## src/pkg/jtag_pkg.sv

```systemverilog
// Shared constants, states and helpers for both ends of the test port link.
// Assumes a system clock of 125 MHz on both ends.
package jtag_pkg;
    // Instruction codes, 4-bit field
    localparam int             IR_W           = 4;
    localparam logic [IR_W-1:0] IR_EXTEST     = 4'h0;
    localparam logic [IR_W-1:0] IR_SAMPLE     = 4'h1;
    localparam logic [IR_W-1:0] IR_IDCODE     = 4'h2;
    localparam logic [IR_W-1:0] IR_CLAMP      = 4'h3;
    localparam logic [IR_W-1:0] IR_HIGHZ      = 4'h4;
    localparam logic [IR_W-1:0] IR_OFS_READ   = 4'h7;
    localparam logic [IR_W-1:0] IR_OFS_WRITE  = 4'h8;
    localparam logic [IR_W-1:0] IR_BYPASS     = 4'hf;
    localparam logic [IR_W-1:0] IR_CAPTURE    = 4'h1;
    // Identification register layout
    localparam int ID_W          = 32;
    localparam int ID_VER_POS    = 28;
    localparam int ID_PART_POS   = 12;
    localparam int ID_MAKER_POS  = 1;
    // Default sizes
    localparam int BSR_IN_N      = 24;
    localparam int BSR_OUT_N     = 24;
    localparam int OFS_W         = 16;
    localparam int HOST_DR_MAX   = 64;
    // Link clock timing
    localparam int CLK_PERIOD_NS = 8;
    localparam int TCK_PERIOD_NS = 160;
    localparam int TCK_HALF_CYC  = TCK_PERIOD_NS / (2 * CLK_PERIOD_NS);
    localparam int RST_TMS_HIGH  = 5;

    typedef enum logic [3:0] {
        TLR, RTI, SEL_DR, CAP_DR, SH_DR, EX1_DR, PA_DR, EX2_DR, UPD_DR,
        SEL_IR, CAP_IR, SH_IR, EX1_IR, PA_IR, EX2_IR, UPD_IR
    } tap_state_t;

    typedef enum logic [1:0] {
        DR_BYPASS, DR_BSR, DR_ID, DR_OFS
    } dr_sel_t;

    // Controller next state on a rising link clock edge
    function automatic tap_state_t tap_next(input tap_state_t s,
                                            input logic tms);
        case (s)
            TLR:     tap_next = tms ? TLR    : RTI;
            RTI:     tap_next = tms ? SEL_DR : RTI;
            SEL_DR:  tap_next = tms ? SEL_IR : CAP_DR;
            CAP_DR:  tap_next = tms ? EX1_DR : SH_DR;
            SH_DR:   tap_next = tms ? EX1_DR : SH_DR;
            EX1_DR:  tap_next = tms ? UPD_DR : PA_DR;
            PA_DR:   tap_next = tms ? EX2_DR : PA_DR;
            EX2_DR:  tap_next = tms ? UPD_DR : SH_DR;
            UPD_DR:  tap_next = tms ? SEL_DR : RTI;
            SEL_IR:  tap_next = tms ? TLR    : CAP_IR;
            CAP_IR:  tap_next = tms ? EX1_IR : SH_IR;
            SH_IR:   tap_next = tms ? EX1_IR : SH_IR;
            EX1_IR:  tap_next = tms ? UPD_IR : PA_IR;
            PA_IR:   tap_next = tms ? EX2_IR : PA_IR;
            EX2_IR:  tap_next = tms ? UPD_IR : SH_IR;
            UPD_IR:  tap_next = tms ? SEL_DR : RTI;
            default: tap_next = TLR;
        endcase
    endfunction : tap_next

    // Data register chosen by an instruction; unknown codes pick bypass
    function automatic dr_sel_t dr_select(input logic [IR_W-1:0] ir);
        case (ir)
            IR_EXTEST, IR_SAMPLE:       dr_select = DR_BSR;
            IR_IDCODE:                  dr_select = DR_ID;
            IR_OFS_READ, IR_OFS_WRITE:  dr_select = DR_OFS;
            default:                    dr_select = DR_BYPASS;
        endcase
    endfunction : dr_select
endpackage : jtag_pkg

```

## src/pkg/jtag_link_if.sv

```systemverilog
// Link between the tester end and the device end of the test port.
// Assumes the bench joins both ends; the serial output has a pull-up.
`timescale 1ns/10ps
`default_nettype none
interface jtag_link_if;
    logic tck;
    logic tms;
    logic tdi;
    logic trst_n;
    logic tdo;
    logic tdo_oe;
    logic tdo_line;

    // Pin level: driven while enabled, pulled high otherwise
    assign tdo_line = tdo_oe ? tdo : 1'b1;

    modport tester (output tck, output tms, output tdi, output trst_n,
                    input tdo_line);
    modport dut    (input tck, input tms, input tdi, input trst_n,
                    output tdo, output tdo_oe);
endinterface : jtag_link_if
`default_nettype wire

```

## src/jtag_device_end.sv

```systemverilog
// Device end of the test port: controller, instruction decode, data
// registers, boundary cells, pin control and offset registers.
// Assumes link pins come from outside this clock domain.
`timescale 1ns/10ps
`default_nettype none
// Notes on behaviour
// - External test: boundary chain drives outputs, captures inputs
// - Sample/preload: functional, boundary chain samples pins
// - Preloaded boundary values are used by external test
// - Identification: 32-bit code chain, device stays functional
// - After reset, data scan reads identification directly
// - Clamp: outputs from boundary chain, bypass selected
// - Clamp shifting leaves clamped outputs unchanged
// - High impedance: all outputs off, bypass selected
// - Offset read instruction captures both threshold offsets
// - Tester disables serial programming during offset read
// - Offset write instruction loads both threshold offsets
// - Tester disables serial programming during offset write
// - Bypass: one-bit stage, device fully functional
// - Tester holds link clock still during master reset
// - Four-bit instruction field, sixteen codes
// - Fixed instruction codes; other codes act as bypass
// - Bypass stage captures zero in capture-data
// - Power-down makes the test port ignore scans
module jtag_device_end #(
    parameter int              IN_N     = jtag_pkg::BSR_IN_N,
    parameter int              OUT_N    = jtag_pkg::BSR_OUT_N,
    parameter int              OW       = jtag_pkg::OFS_W,
    parameter logic [3:0]      ID_VER   = 4'h0,     // Arbitrary value
    parameter logic [15:0]     ID_PART  = 16'h5a17, // Arbitrary value
    parameter logic [10:0]     ID_MAKER = 11'h2c6   // Arbitrary value
) (
    // Clock and reset
    input  wire logic              clk_in,
    input  wire logic              sys_rst_in,
    // Link pins
    jtag_link_if.dut               link,
    // Functional core side
    input  wire logic [OUT_N-1:0]  core_out_in,
    input  wire logic [OUT_N-1:0]  core_oe_in,
    output logic      [IN_N-1:0]   core_in_out,
    // Package pins
    input  wire logic [IN_N-1:0]   pin_in_in,
    output logic      [OUT_N-1:0]  pin_out_out,
    output logic      [OUT_N-1:0]  pin_oe_out,
    // Power down, from a pin
    input  wire logic              power_down_input_in,
    // Threshold offsets, dedicated serial path and current values
    input  wire logic              ofs_load_in,
    input  wire logic [OW-1:0]     ofs_empty_in,
    input  wire logic [OW-1:0]     ofs_full_in,
    output logic      [OW-1:0]     almost_empty_flag_ofs_out,
    output logic      [OW-1:0]     almost_full_flag_ofs_out
);
    import jtag_pkg::*;

    localparam int BSR_N  = IN_N + OUT_N;
    localparam int DR_MAX = (BSR_N > 2 * OW) ?
                            ((BSR_N > ID_W) ? BSR_N : ID_W) :
                            ((2 * OW > ID_W) ? 2 * OW : ID_W);
    localparam logic [ID_W-1:0] ID_CODE =
        ({28'h0, ID_VER} << ID_VER_POS) | ({16'h0, ID_PART} << ID_PART_POS)
        | ({21'h0, ID_MAKER} << ID_MAKER_POS) | 32'h1;

    logic [2:0]        tck_sync_reg;
    logic [1:0]        tms_sync_reg;
    logic [1:0]        tdi_sync_reg;
    logic [1:0]        trst_sync_reg;
    logic [1:0]        pd_sync_reg;
    logic [IN_N-1:0]   pin_sync1_reg;
    logic [IN_N-1:0]   pin_sync2_reg;
    tap_state_t        tap_reg;
    logic [IR_W-1:0]   ir_shift_reg;
    logic [IR_W-1:0]   ir_reg;
    logic [DR_MAX-1:0] dr_shift_reg;
    logic [BSR_N-1:0]  bsr_upd_reg;
    logic              tdo_reg;
    logic              tdo_oe_reg;
    logic [OW-1:0]     ae_ofs_reg;
    logic [OW-1:0]     af_ofs_reg;
    logic [OUT_N-1:0]  pin_out_reg;
    logic [OUT_N-1:0]  pin_oe_reg;
    logic [IN_N-1:0]   core_in_reg;
    logic              tck_rise;
    logic              tck_fall;
    logic              tap_hold;
    dr_sel_t           sel;

    // Length of the chosen data register
    function automatic int dr_len(input dr_sel_t s);
        case (s)
            DR_BSR:  dr_len = BSR_N;
            DR_ID:   dr_len = ID_W;
            DR_OFS:  dr_len = 2 * OW;
            default: dr_len = 1;
        endcase
    endfunction : dr_len

    // Shift right by one, new bit entering at the top of the chain
    function automatic logic [DR_MAX-1:0] dr_shift(
        input logic [DR_MAX-1:0] v, input logic b, input int len);
        logic [DR_MAX-1:0] r;
        r = v >> 1;
        r[len-1] = b;
        return r;
    endfunction : dr_shift

    // Pin synchronisers, two flip-flops each; the link clock has a third for edge detection
    always_ff @(posedge clk_in) begin
        tck_sync_reg  <= {tck_sync_reg[1:0], link.tck};
        tms_sync_reg  <= {tms_sync_reg[0], link.tms};
        tdi_sync_reg  <= {tdi_sync_reg[0], link.tdi};
        trst_sync_reg <= {trst_sync_reg[0], link.trst_n};
        pd_sync_reg   <= {pd_sync_reg[0], power_down_input_in};
        pin_sync1_reg <= pin_in_in;
        pin_sync2_reg <= pin_sync1_reg;
    end

    assign tck_rise = tck_sync_reg[1] & ~tck_sync_reg[2];
    assign tck_fall = ~tck_sync_reg[1] & tck_sync_reg[2];
    assign tap_hold = pd_sync_reg[1];
    assign sel      = dr_select(ir_reg);

    // Controller state
    always_ff @(posedge clk_in) begin
        if (sys_rst_in || !trst_sync_reg[1]) begin
            tap_reg <= TLR;
        end else if (tck_rise && !tap_hold) begin
            tap_reg <= tap_next(tap_reg, tms_sync_reg[1]);
        end
    end

    // Instruction path; reset selects identification
    always_ff @(posedge clk_in) begin
        if (sys_rst_in || !trst_sync_reg[1] || tap_reg == TLR) begin
            ir_reg       <= IR_IDCODE;
            ir_shift_reg <= IR_CAPTURE;
        end else if (tck_rise && !tap_hold) begin
            if (tap_reg == CAP_IR) begin
                ir_shift_reg <= IR_CAPTURE;
            end else if (tap_reg == SH_IR) begin
                ir_shift_reg <= {tdi_sync_reg[1], ir_shift_reg[IR_W-1:1]};
            end
        end else if (tck_fall && !tap_hold && tap_reg == UPD_IR) begin
            ir_reg <= ir_shift_reg;
        end
    end

    // Data path capture and shift
    always_ff @(posedge clk_in) begin
        if (sys_rst_in) begin
            dr_shift_reg <= '0;
        end else if (tck_rise && !tap_hold) begin
            if (tap_reg == CAP_DR) begin
                dr_shift_reg <= '0;
                case (sel)
                    DR_BSR: begin
                        dr_shift_reg[IN_N-1:0]     <= pin_sync2_reg;
                        dr_shift_reg[BSR_N-1:IN_N] <= pin_out_reg;
                    end
                    DR_ID: begin
                        dr_shift_reg[ID_W-1:0] <= ID_CODE;
                    end
                    DR_OFS: begin
                        dr_shift_reg[OW-1:0]    <= ae_ofs_reg;
                        dr_shift_reg[2*OW-1:OW] <= af_ofs_reg;
                    end
                    default: begin
                        dr_shift_reg[0] <= 1'b0;
                    end
                endcase
            end else if (tap_reg == SH_DR) begin
                dr_shift_reg <= dr_shift(dr_shift_reg, tdi_sync_reg[1],
                                         dr_len(sel));
            end
        end
    end

    // Boundary update stage, loaded only while the boundary chain is in path
    always_ff @(posedge clk_in) begin
        if (sys_rst_in) begin
            bsr_upd_reg <= '0;
        end else if (tck_fall && !tap_hold && tap_reg == UPD_DR
                     && sel == DR_BSR) begin
            bsr_upd_reg <= dr_shift_reg[BSR_N-1:0];
        end
    end

    // Threshold offsets from test port or dedicated serial path
    always_ff @(posedge clk_in) begin
        if (sys_rst_in) begin
            ae_ofs_reg <= '0;
            af_ofs_reg <= '0;
        end else if (tck_fall && !tap_hold && tap_reg == UPD_DR
                     && ir_reg == IR_OFS_WRITE) begin
            ae_ofs_reg <= dr_shift_reg[OW-1:0];
            af_ofs_reg <= dr_shift_reg[2*OW-1:OW];
        end else if (ofs_load_in && !tap_hold) begin
            ae_ofs_reg <= ofs_empty_in;
            af_ofs_reg <= ofs_full_in;
        end
    end

    // Serial output changes on the falling link clock edge
    always_ff @(posedge clk_in) begin
        if (sys_rst_in) begin
            tdo_reg    <= 1'b0;
            tdo_oe_reg <= 1'b0;
        end else if (tck_fall && !tap_hold) begin
            tdo_oe_reg <= (tap_reg == SH_DR) || (tap_reg == SH_IR);
            tdo_reg    <= (tap_reg == SH_IR) ? ir_shift_reg[0]
                                             : dr_shift_reg[0];
        end else if (tap_hold) begin
            tdo_oe_reg <= 1'b0;
        end
    end

    // Pin drive by instruction
    always_ff @(posedge clk_in) begin
        if (sys_rst_in) begin
            pin_out_reg <= '0;
            pin_oe_reg  <= '0;
        end else if (tap_hold || ir_reg == IR_HIGHZ) begin
            pin_out_reg <= '0;
            pin_oe_reg  <= '0;
        end else if (ir_reg == IR_EXTEST || ir_reg == IR_CLAMP) begin
            pin_out_reg <= bsr_upd_reg[BSR_N-1:IN_N];
            pin_oe_reg  <= '1;
        end else begin
            pin_out_reg <= core_out_in;
            pin_oe_reg  <= core_oe_in;
        end
    end

    // Core input: boundary values under external test, else pins
    always_ff @(posedge clk_in) begin
        if (sys_rst_in) begin
            core_in_reg <= '0;
        end else if (ir_reg == IR_EXTEST) begin
            core_in_reg <= bsr_upd_reg[IN_N-1:0];
        end else begin
            core_in_reg <= pin_sync2_reg;
        end
    end

    assign link.tdo                  = tdo_reg;
    assign link.tdo_oe               = tdo_oe_reg;
    assign pin_out_out               = pin_out_reg;
    assign pin_oe_out                = pin_oe_reg;
    assign core_in_out               = core_in_reg;
    assign almost_empty_flag_ofs_out = ae_ofs_reg;
    assign almost_full_flag_ofs_out  = af_ofs_reg;
endmodule : jtag_device_end
`default_nettype wire

```

## src/flat_wrapper.sv

```systemverilog
// flat-port wrapper written by rule: the top's interface ports become plain ports
module jtag_device_end_flat import jtag_pkg::*;
#(
    parameter int              IN_N     = jtag_pkg::BSR_IN_N,
    parameter int              OUT_N    = jtag_pkg::BSR_OUT_N,
    parameter int              OW       = jtag_pkg::OFS_W,
    parameter logic [3:0]      ID_VER   = 4'h0,                       
    parameter logic [15:0]     ID_PART  = 16'h5a17,                   
    parameter logic [10:0]     ID_MAKER = 11'h2c6                     
)
  (clk_in, sys_rst_in, core_out_in, core_oe_in, core_in_out, pin_in_in, pin_out_out, pin_oe_out, power_down_input_in, ofs_load_in, ofs_empty_in, ofs_full_in, almost_empty_flag_ofs_out, almost_full_flag_ofs_out, link_tck, link_tms, link_tdi, link_trst_n, link_tdo, link_tdo_oe);
  jtag_link_if link_i ();
  input  wire logic clk_in;
  input  wire logic sys_rst_in;
  input  wire logic [OUT_N-1:0] core_out_in;
  input  wire logic [OUT_N-1:0] core_oe_in;
  output logic      [IN_N-1:0] core_in_out;
  input  wire logic [IN_N-1:0] pin_in_in;
  output logic      [OUT_N-1:0] pin_out_out;
  output logic      [OUT_N-1:0] pin_oe_out;
  input  wire logic power_down_input_in;
  input  wire logic ofs_load_in;
  input  wire logic [OW-1:0] ofs_empty_in;
  input  wire logic [OW-1:0] ofs_full_in;
  output logic      [OW-1:0] almost_empty_flag_ofs_out;
  output logic      [OW-1:0] almost_full_flag_ofs_out;
  input wire logic [$bits(link_i.tck)-1:0] link_tck;
  input wire logic [$bits(link_i.tms)-1:0] link_tms;
  input wire logic [$bits(link_i.tdi)-1:0] link_tdi;
  input wire logic [$bits(link_i.trst_n)-1:0] link_trst_n;
  output wire logic [$bits(link_i.tdo)-1:0] link_tdo;
  output wire logic [$bits(link_i.tdo_oe)-1:0] link_tdo_oe;
  assign link_i.tck = link_tck;
  assign link_i.tms = link_tms;
  assign link_i.tdi = link_tdi;
  assign link_i.trst_n = link_trst_n;
  assign link_tdo = link_i.tdo;
  assign link_tdo_oe = link_i.tdo_oe;
  jtag_device_end #(.IN_N(IN_N), .OUT_N(OUT_N), .OW(OW), .ID_VER(ID_VER), .ID_PART(ID_PART), .ID_MAKER(ID_MAKER)) u_core (.clk_in(clk_in), .sys_rst_in(sys_rst_in), .link(link_i), .core_out_in(core_out_in), .core_oe_in(core_oe_in), .core_in_out(core_in_out), .pin_in_in(pin_in_in), .pin_out_out(pin_out_out), .pin_oe_out(pin_oe_out), .power_down_input_in(power_down_input_in), .ofs_load_in(ofs_load_in), .ofs_empty_in(ofs_empty_in), .ofs_full_in(ofs_full_in), .almost_empty_flag_ofs_out(almost_empty_flag_ofs_out), .almost_full_flag_ofs_out(almost_full_flag_ofs_out));
endmodule
```

## config.mk

```make
export PLATFORM = sky130hd
export DESIGN_NAME = jtag_device_end_flat
export DESIGN_NICKNAME = d
export VERILOG_FILES = /design/src/pkg/jtag_pkg.sv /design/src/pkg/jtag_link_if.sv /design/src/jtag_device_end.sv /design/src/flat_wrapper.sv
export SDC_FILE = /design/constraint.sdc
export NUM_CORES = 1
export LEC_CHECK = 0
export BUFFER_PORTS_ARGS = -buffer_cell sky130_fd_sc_hd__clkbuf_2
export CAP_MARGIN = 0
export CORE_UTILIZATION = 45
export DETAILED_ROUTE_END_ITERATION = 7
export GPL_TIMING_DRIVEN = 1
export PLACE_DENSITY = 0.68
export SETUP_SLACK_MARGIN = 0.4
export SLEW_MARGIN = 30
export SYNTH_ARGS = -nofsm -noshare
export SYNTH_HDL_FRONTEND = slang
export SYNTH_SLANG_ARGS = --single-unit
```

## constraint.sdc

```tcl
create_clock -name clk_in -period 3.5 [get_ports clk_in]
set_input_delay 0.35 -clock clk_in [delete_from_list [all_inputs] [get_ports clk_in]]
set_output_delay 0.35 -clock clk_in [all_outputs]
set_load 0.1 [all_outputs]
```

==> Yosys cells after proc, flatten, opt, wreduce, memory -nomap -nowiden <==
Index checks and enable logic that the tools add are counted.
{ "word_totals": {"regBits": 273, "out_inout_bits": 106, "word_cells": 121, "in_bits": 112} }
{ "op_classes": {"bitwise_logic": 5, "muxes": 39, "add_sub_neg": 1, "eq_ne": 24, "n_reduce_logical": 31, "order_cmp": 2} }
{ "op_table": {"columns": ["cell", "n"], "rows": [
  ["2-to-1 mux 32 bit", 4],
  ["2-to-1 mux 48 bit", 2],
  ["one-hot mux 31 bit (3 select lines)", 1],
  ["2-to-1 mux 16 bit", 5],
  ["2-to-1 mux 24 bit", 3],
  ["bitwise mux 48 bit", 1],
  ["one-hot mux 4 bit (12 select lines)", 1],
  ["== test 4 bit, second input constant", 9],
  [">= comparator 32 x 1 -> 1 bit, second input constant", 1],
  ["less-than comparator 32 x 8 -> 1 bit, second input constant", 1],
  ["subtractor 32 x 2 -> 32 bit, second input constant", 1],
  ["== test 4 x 3 -> 1 bit, second input constant", 6],
  ["2-to-1 mux 4 bit", 6],
  ["== test 4 x 2 -> 1 bit, second input constant", 4],
  ["one-hot mux 6 bit (2 select lines)", 1],
  ["OR reduction 2 bit", 6],
  ["== test 4 x 1 -> 1 bit, second input constant", 2],
  ["logical AND 1 bit", 8],
  ["zero test 4 bit", 2],
  ["nonzero test 2 bit", 4],
  ["2-to-1 mux 1 bit", 7],
  ["demux 1 bit (select 6 bit)", 1],
  ["2-to-1 mux 2 bit", 3],
  ["2-to-1 mux 3 bit", 2],
  ["other kinds (10)", 21]
]} }

==> Longest topological paths before layout <==
Gate-level depths: netlist (run 1).
{ "depth": {"depth_word": 18, "ltp_mapped": 7, "ltp_nobuf": 4} }

==> Worst setup path after synthesis (run 1) <==
No wires, ideal clock.
{ "synth_path": {"path_kind": "register -> register", "from": "register u_core.tap_reg[0]", "to": "register u_core.dr_shift_reg[24]", "path_slack_ps": 1677, "t_required_ps": 3375, "n_path_buf": 3, "setup_time_ps": 125, "period_less_slack_ps": 1823, "path_stages_with_launch": 8, "t_arrival_ps": 1698, "path_cell_list": "dfxtp_1 > buf_2 > or3b_4 > a211o_1 > buf_2 > buf_1 > nand3b_1 > o31ai_2"} }
{ "synth_via": {"elab_chain_len": 3, "elab_cells_between_ends": 5, "classes_between": "2 x eq/ne; 1 x mux; 2 x reduce/logical"} }
{ "synth_lines": {"columns": ["element", "line_no", "rtl"], "rows": [
  ["from (decl)", "jtag_device_end.sv:72", "tap_state_t tap_reg;"],
  ["from (signal assigned)", "jtag_device_end.sv:129", "tap_reg <= tap_next(tap_reg, tms_sync_reg[1]);"],
  ["== test 4 x 3 -> 1 bit or == test 4 x 2 -> 1 bit (tied branches)", "jtag_device_end.sv:172, jtag_device_end.sv:154", null],
  ["nonzero test 2 bit (no source line)", null, null],
  ["AND reduction 2 bit (no source line)", null, null],
  ["to (signal, indexed assignment)", "jtag_device_end.sv:165", "dr_shift_reg[OW-1:0] <= ae_ofs_reg;"],
  ["to (signal, indexed assignment)", "jtag_device_end.sv:166", "dr_shift_reg[2*OW-1:OW] <= af_ofs_reg;"],
  ["to (signal assigned)", "jtag_device_end.sv:173", "dr_shift_reg <= dr_shift(dr_shift_reg, tdi_sync_reg[1],"],
  ["to (decl)", "jtag_device_end.sv:75", "logic [DR_MAX-1:0] dr_shift_reg;"]
]} }
Several ways; a longest one is shown, not always the timed one.
A chain may end at the register's enable or synchronous reset.

==> Worst setup path in the final report (run 1) <==
{ "layout_path": {"from": "register u_core.tap_reg[2]", "to": "register u_core.dr_shift_reg[35]"} }
Same word-level chain as after synthesis.

==> impl_results.md, run 1 <==
* Num CTS Buffers at 29
* Flop pwr share at 0.462
* Clock transition at path regs at ~0.060 ns
* Hold Path Class: input port to register
* Core ar. at 21800 um^2
* Hpwl dp at 17000 um
* Global route total overflow at 0
* Final min period at 2.57 ns
* Status: complete, no violations
* Syn Nets at 1220
* Largest net degree at the start of global routing at 69
* Worst EP arrival at about 3.0 ns
* Worst slew margin relative to its limit at 0.386
* # clock sinks at 273
* Num ports at 218
* H-tree depth at 1
* Switching power at 0.00180 W
* Worst setup path endpoint: u_core.dr_shift_reg[35]$_SDFFE_PP0P_
* Setup crit start: u_core.tap_reg[2]$_SDFFE_PP0P_
* Via Count at ~8600
* Most Used Layer, Global Route: met2
* Async S/R FF share, synth at 0
* Root Buffer: clkbuf_16
* 1st-pass router iterations at 6
* Row cnt at 54
* WL per Instance at 16.6 um
* Power Total at a little over 0.007 W
* Max Cap Violations at 0
* Setup crit start kind: register
* Final setup vio count at 0
* Instance count on the critical path at 4
* Internal at about 0.0053 W
* Final net count at about 1400
* Die Span Y at 151 um
* Vias in the first global route at roughly 8000
* Combined global-route utilization of all metal layers at 0.230
* Fin Clk Skew at 0.0153 ns
* Leakage power total at 5.08 nW
* Critical Path Fanout Max at 48
* Port Buf Inserts at 217
* R2R cell count at 4
* Reg2reg setup slack at 0.93 ns
* CP max stage delay at 0.78 ns
* Setup_tns at 0 ns
* Die Span X at 151 um
* R2r endpoint: u_core.dr_shift_reg[35]$_SDFFE_PP0P_
* CP max stage cell: dfxtp_1
* Post-Route WL at between 20000 and 30000 um
* Layout cells sized above 1 at 0.236
* R2R Path Start: u_core.tap_reg[2]$_SDFFE_PP0P_
* WHS Path Cells at 3
* PwrDens at 565 nW/um^2
* Mapped cell area at about 10000 um^2
* Combinational Power Share at 0.099
* Clk_lat worst skew at around 0.53 ns
* CTS tree: done
* Grt met1 use at 0.317
* Grt met3 use at 0.0307
* Post-synthesis sequential element count at 273
* Pre-CTS setup slack at 0.938 ns
* Yosys warns at 0
* VDD IR max at ~340 uV
* First-pass GRT wire length at 41700 um
* Hold Vio Cnt, Final at 0
* Switching portion of total power at 0.255
* Synth cell types at 61
* Met2 usage at 0.376
* Post-CTS sizing at 0
* Antenna diode count at 0
* Fin crit share at 0.733
* Clock power frac at 0.440
* Setup ws final at roughly 0.93 ns
* Crit Path Class: register to register
* Routed Antenna Nets at 0
* Largest delay share family, worst path: compound AO/OA/AOI/OAI gates
* Antenna violations before repair at 0
* Worst-Margin Slew at 0.921 ns
* Die area at roughly 23000 um^2
* Seq/Total Area, Yosys at 0.548
* CP bufs+invs at 0
* Syn avg cell area at 9.01 um^2
* Worst Setup End Kind: register
* Synthesized instance count at 1108
* Vias per std cell at 5.33
* Highest clock rate at 390 MHz
* Post-synth EDFFs at 0
* Iter 0 DRT Violations at between 400 and 500
* RSZ-0062 raised after global routing: false
* Initial core utilization at 0.459
* Drt drc at 0
* Critical-path cell list: or3b_4 > a211o_2 > a221oi_1 > nor3_1
* RePlAce Congestion at between 0.7 and 0.8
* Clk buf depth at 3
* Fin. max-slew vios at 0
* Dominant synthesized flop cell: dfxtp_1
* Layout area overhead at 25.4%
* Req. time, crit path at between 3 and 4 ns
-- synthesized netlist by cell type (all sizes together), types with 2 or more instances --
master	n	area share
nand2b	5	0.0034
a22oi	2	0.0015
o221ai	17	0.015
nor3b	3	0.0023
buf	27	0.015
nand2	218	0.082
dfxtp	273	0.55
a21o	18	0.014
a21oi	123	0.062
a211o	3	0.0026
a211oi	37	0.029
nand3	4	0.0020
o21ai	7	0.0035
nor2	124	0.047
a21boi	17	0.013
clkbuf	69	0.026
o211ai	2	0.0015
nand4	2	0.0013
or4b	2	0.0020
a221oi	29	0.025
o41ai	2	0.0018
nor3	17	0.0090
nand4b	2	0.0018
mux2i	36	0.036
or3b	4	0.0038
o31ai	14	0.015
mux2	2	0.0023
nand3b	17	0.013
nor2b	5	0.0031
inv	5	0.0019
a32oi	2	0.0018
-- routing by layer --
metal,vias to the layer above,share of wire,routed length (um)
met4,0,0.020,535
met3,42,0.055,1470
met2,260,0.47,12500
li1,4236,-,-
met1,4040,0.46,12200
met5,-,0,0
-- timing repair --
action                                 4_1_cts  5_1_grt
buffers inserted                             0        0
endpoints found under the hold margin       29        0
hold buffers                                29        0
-- cells in the final DEF, fill, tap and decap left out, drive strengths merged, types with 2 or more instances in the layout --
master,n
a22oi,2
nor2,124
clkbuf,259
a211oi,37
a221oi,29
nor3b,3
mux2i,36
nand3,4
a21boi,17
o21ai,7
inv,5
o211ai,2
a21oi,123
clkinv,6
bufinv,3
or4b,2
nand4,2
nor3,17
buf,19
dfxtp,273
o41ai,2
or3b,4
o31ai,14
nand4b,2
nand2,218
nor2b,5
mux2,2
o221ai,17
nand2b,5
a211o,3
nand3b,17
a21o,18
a32oi,2
dlygate4sd3,29
-- stage by stage --
step,hold WS (ns),util,instances,cell area (um^2)
after detailed placement,0.312,0.517,1527,11200
after global routing,0.0116,0.575,1608,12500
after floorplan,0.310,-,1108,9980
after global placement,0.312,0.517,1527,11200
final,0.0261,0.575,1608,12500
after CTS,0.00800,0.575,1608,12500
-- area by class of cell --
class                   instances  area [um^2]
clock buffers                  43          858
clock inverters                 9          120
multi-input cells             734         4180
repair buffers                264         1530
inverters                       5         18.8
well taps                     280          350
flip-flops and latches        273         5470
fillers                      1993         9240
-- how the worst min path moves through the flow --
stage	startpoint	endpoint	slack, ns
3_5_place_dp	u_core.pin_sync1_reg[20]$_DFF_P_	u_core.pin_sync2_reg[20]$_DFF_P_	0.31
3_3_place_gp	u_core.pin_sync1_reg[0]$_DFF_P_	u_core.pin_sync2_reg[0]$_DFF_P_	0.31
6_report	core_oe_in[2]	u_core.pin_oe_out[2]$_SDFF_PP0_	0.03
4_1_cts	core_oe_in[18]	u_core.pin_oe_out[18]$_SDFF_PP0_	0.008
2_1_floorplan	u_core.pd_sync_reg[0]$_DFF_P_	u_core.pd_sync_reg[1]$_DFF_P_	0.31
5_1_grt	core_oe_in[18]	u_core.pin_oe_out[18]$_SDFF_PP0_	0.01
-- cell families (layout without fill, tap and decap cells) --
logic type      count (synthesis)  count (layout)  synth area share
simple gates                  412             412             0.177
flops                         273             273             0.548
xor+xnor                        1               1          0.000878
compound gates                282             282             0.193
mux                            38              38            0.0384
buf+inv                       101             321            0.0424
fa+ha+maj                       1               1           0.00100
-- power groups by stage --
stage | logic [W] | registers (W) | clock network, W
5_1_grt | 0.000731 | 0.00327 | 0.00330
2_1_floorplan | 0.000123 | 0.00371 | 0
3_3_place_gp | 0.000670 | 0.00333 | 0
6_report | 0.000698 | 0.00326 | 0.00311
4_1_cts | 0.000700 | 0.00326 | 0.00317
3_5_place_dp | 0.000673 | 0.00333 | 0
-- worst reg2reg max path, cell delays in order (launching register included) --
cell	delay (ns)
dfxtp_1	0.78
or3b_4	0.48
a211o_2	0.68
a221oi_1	0.39
nor3_1	0.08
Note: power is estimated with default switching activity, not from simulation.
==> inputs of run 2 (changes only) <==
clock period = 2.4 ns   (was 3.5 ns; I/O delays follow)
==> impl_results.md, run 2 (synthesis gave the netlist of run 1 again) <==
* # clock sinks at around 270
* Req. time, crit path at 2.83 ns
* Antenna violations before repair at 0
* 1st-pass router iterations at 5
* Global route total overflow at 0
* Via Count at between 8000 and 9000
* CP max stage delay at roughly 0.48 ns
* Vias per std cell at 5.30
* Flop pwr share at 0.437
* RSZ-0062 raised after global routing: false
* Status: complete, no violations
* Layout area overhead at 34.6%
* Row cnt at 54
* Fin Clk Skew at between 0.015 and 0.02 ns
* Initial core utilization at 0.459
* Fin cells at 1685
* Antenna diode count at 0
* Combinational Power Share at 0.101
* Clock power frac at 0.462
* Worst slew margin relative to its limit at 0.580
* Switching portion of total power at 0.251
* CTS tree: done
* Hold Vio Cnt, Final at 0
* Hpwl dp at about 18000 um
* Highest clock rate at 517 MHz
* Leakage power total at 5.51 nW
* Area after DPL at 11500 um^2
* Fin. max-slew vios at 0
* Root Buffer: clkbuf_16
* Reg2reg setup slack at roughly 0.46 ns
* VDD IR max at 514 uV
* Iter 0 DRT Violations at 504
* Worst Setup End Kind: register
* Max Cap Violations at 0
* Crit Path Class: register to register
* Final instance area at around 13000 um^2
* Clk_lat worst skew at 0.55 ns
* Placed cells at roughly 1500
* Num CTS Buffers at 29
* Port Buf Inserts at 217
* Setup_tns at 0 ns
* Routed Antenna Nets at 0
* H-tree depth at 1
* Critical Path Fanout Max at 28
* Commonest non-fill, non-tap cell in the layout: dfxtp_1
* Final net count at 1495
* Die Span Y at 151 um
* Internal at 0.00814 W
* Most frequent cells in the layout: dfxtp_1, nand2_1, clkbuf_2
* R2R cell count at 6
* Worst-Margin Slew at 0.631 ns
* Critical-path cell list: buf_4 > nand3b_1 > a211o_4 > buf_4 > nand3b_1 > o31ai_2
* First-pass GRT wire length at 43600 um
* Core ar. at 21800 um^2
* CP bufs+invs at 2
* CP max stage cell: a211o_4
* Drt drc at 0
* Hold Path Class: input port to register
* Power Total at roughly 0.011 W
* PwrDens at ~810 nW/um^2
* Combined global-route utilization of all metal layers at 0.241
* Clock transition at path regs at 0.06 ns
* Clk buf depth at 3
* Switching power at ~0.0027 W
* Largest delay share family, worst path: compound AO/OA/AOI/OAI gates
* Final setup vio count at 0
* WL per Instance at 16.7 um
* Fin crit share at 0.806
* Worst EP arrival at around 2.4 ns
* Die Span X at 151 um
* R2R Path Start: u_core.tap_reg[2]$_SDFFE_PP0P_
* R2r endpoint: u_core.dr_shift_reg[7]$_SDFFE_PP0P_
* Instance count on the critical path at 6
* Setup crit start: u_core.tap_reg[2]$_SDFFE_PP0P_
* Num ports at 218
* Die area at 22800 um^2
* Largest net degree at the start of global routing at between 90 and 100
* Layout cells sized above 1 at 0.250
* Worst setup path endpoint: u_core.dr_shift_reg[7]$_SDFFE_PP0P_
* Setup crit start kind: register
* WHS Path Cells at 3
* Vias in the first global route at 8455
* Post-Route WL at between 20000 and 30000 um
* RePlAce Congestion at 0.811
* Final min period at 1.94 ns
-- run 2: cell types whose count changed in the layout (fill, tap and decap cells not counted), sizes merged --
| cell | before | now |
|---|---|---|
| inv | 5 | 6 |
| dlygate4sd3 | 29 | 77 |
| clkbuf | 259 | 253 |
| nand2b | 5 | 6 |
| clkinvlp | 0 | 2 |
| bufinv | 3 | 7 |
| buf | 19 | 46 |
-- run 2: metrics by stage --
stage	setup WS [ns]	hold slack [ns]	util
after floorplan	0.577	0.268	-
after detailed placement	0.378	0.312	0.527
after global routing	0.390	0.0276	0.618
after global placement	0.404	0.312	0.527
final	0.465	0.0305	0.618
after CTS	0.392	0.0141	0.614
-- run 2: power groups by stage --
stage | sequential [W] | clock [W] | combinational (W)
after floorplan | 0.00541 | 0 | 0.000179
after global placement | 0.00486 | 0 | 0.000990
after detailed placement | 0.00485 | 0 | 0.000992
after CTS | 0.00475 | 0.00510 | 0.00109
after global routing | 0.00477 | 0.00528 | 0.00115
final | 0.00476 | 0.00502 | 0.00110
-- run 2: per-layer routing --
metal	vias up	routed length, um	part of all wire	track usage
li1	4389	-	-	-
met1	4183	12500	0.44	0.319
met4	0	652	0.023	0.0760
met5	-	0	0	0
met2	310	13500	0.48	0.407
met3	44	1550	0.055	0.0319
-- run 2: cell type report --
cell class	instances	area, um^2
tap	280	350
clock buffer	37	826
multi-input combinational	735	4220
sequential	273	5470
inverter	5	18.8
timing repair buffer	339	2280
fill	1835	8320
clock inverter	16	272
-- run 2: worst min path at each step --
stage,start,end
2_1_floorplan,power_down_input_in,u_core.pd_sync_reg[0]$_DFF_P_
3_3_place_gp,u_core.pin_sync1_reg[10]$_DFF_P_,u_core.pin_sync2_reg[10]$_DFF_P_
3_5_place_dp,u_core.pin_sync1_reg[19]$_DFF_P_,u_core.pin_sync2_reg[19]$_DFF_P_
4_1_cts,ofs_full_in[11],u_core.almost_full_flag_ofs_out[11]$_SDFFE_PP0P_
5_1_grt,ofs_full_in[12],u_core.almost_full_flag_ofs_out[12]$_SDFFE_PP0P_
6_report,ofs_full_in[12],u_core.almost_full_flag_ofs_out[12]$_SDFFE_PP0P_
-- run 2: worst reg2reg max path, stage by stage (launching register included) --
cell and delay, ns:
dfxtp_2 0.35, buf_4 0.20, nand3b_1 0.26, a211o_4 0.48, buf_4 0.28, nand3b_1 0.17
o31ai_2 0.07
-- run 2: repair_timing --
| item | CTS | global route |
|---|---|---|
| hold buffers | 77 | 0 |
| endpoints found under the hold margin | 77 | 0 |
| gates resized for setup | 5 | 12 |
| setup buffers | 0 | 5 |
| cloned | 0 | 1 |
| setup endpoints to repair | 19 | 112 |
| pin swaps | 0 | 1 |
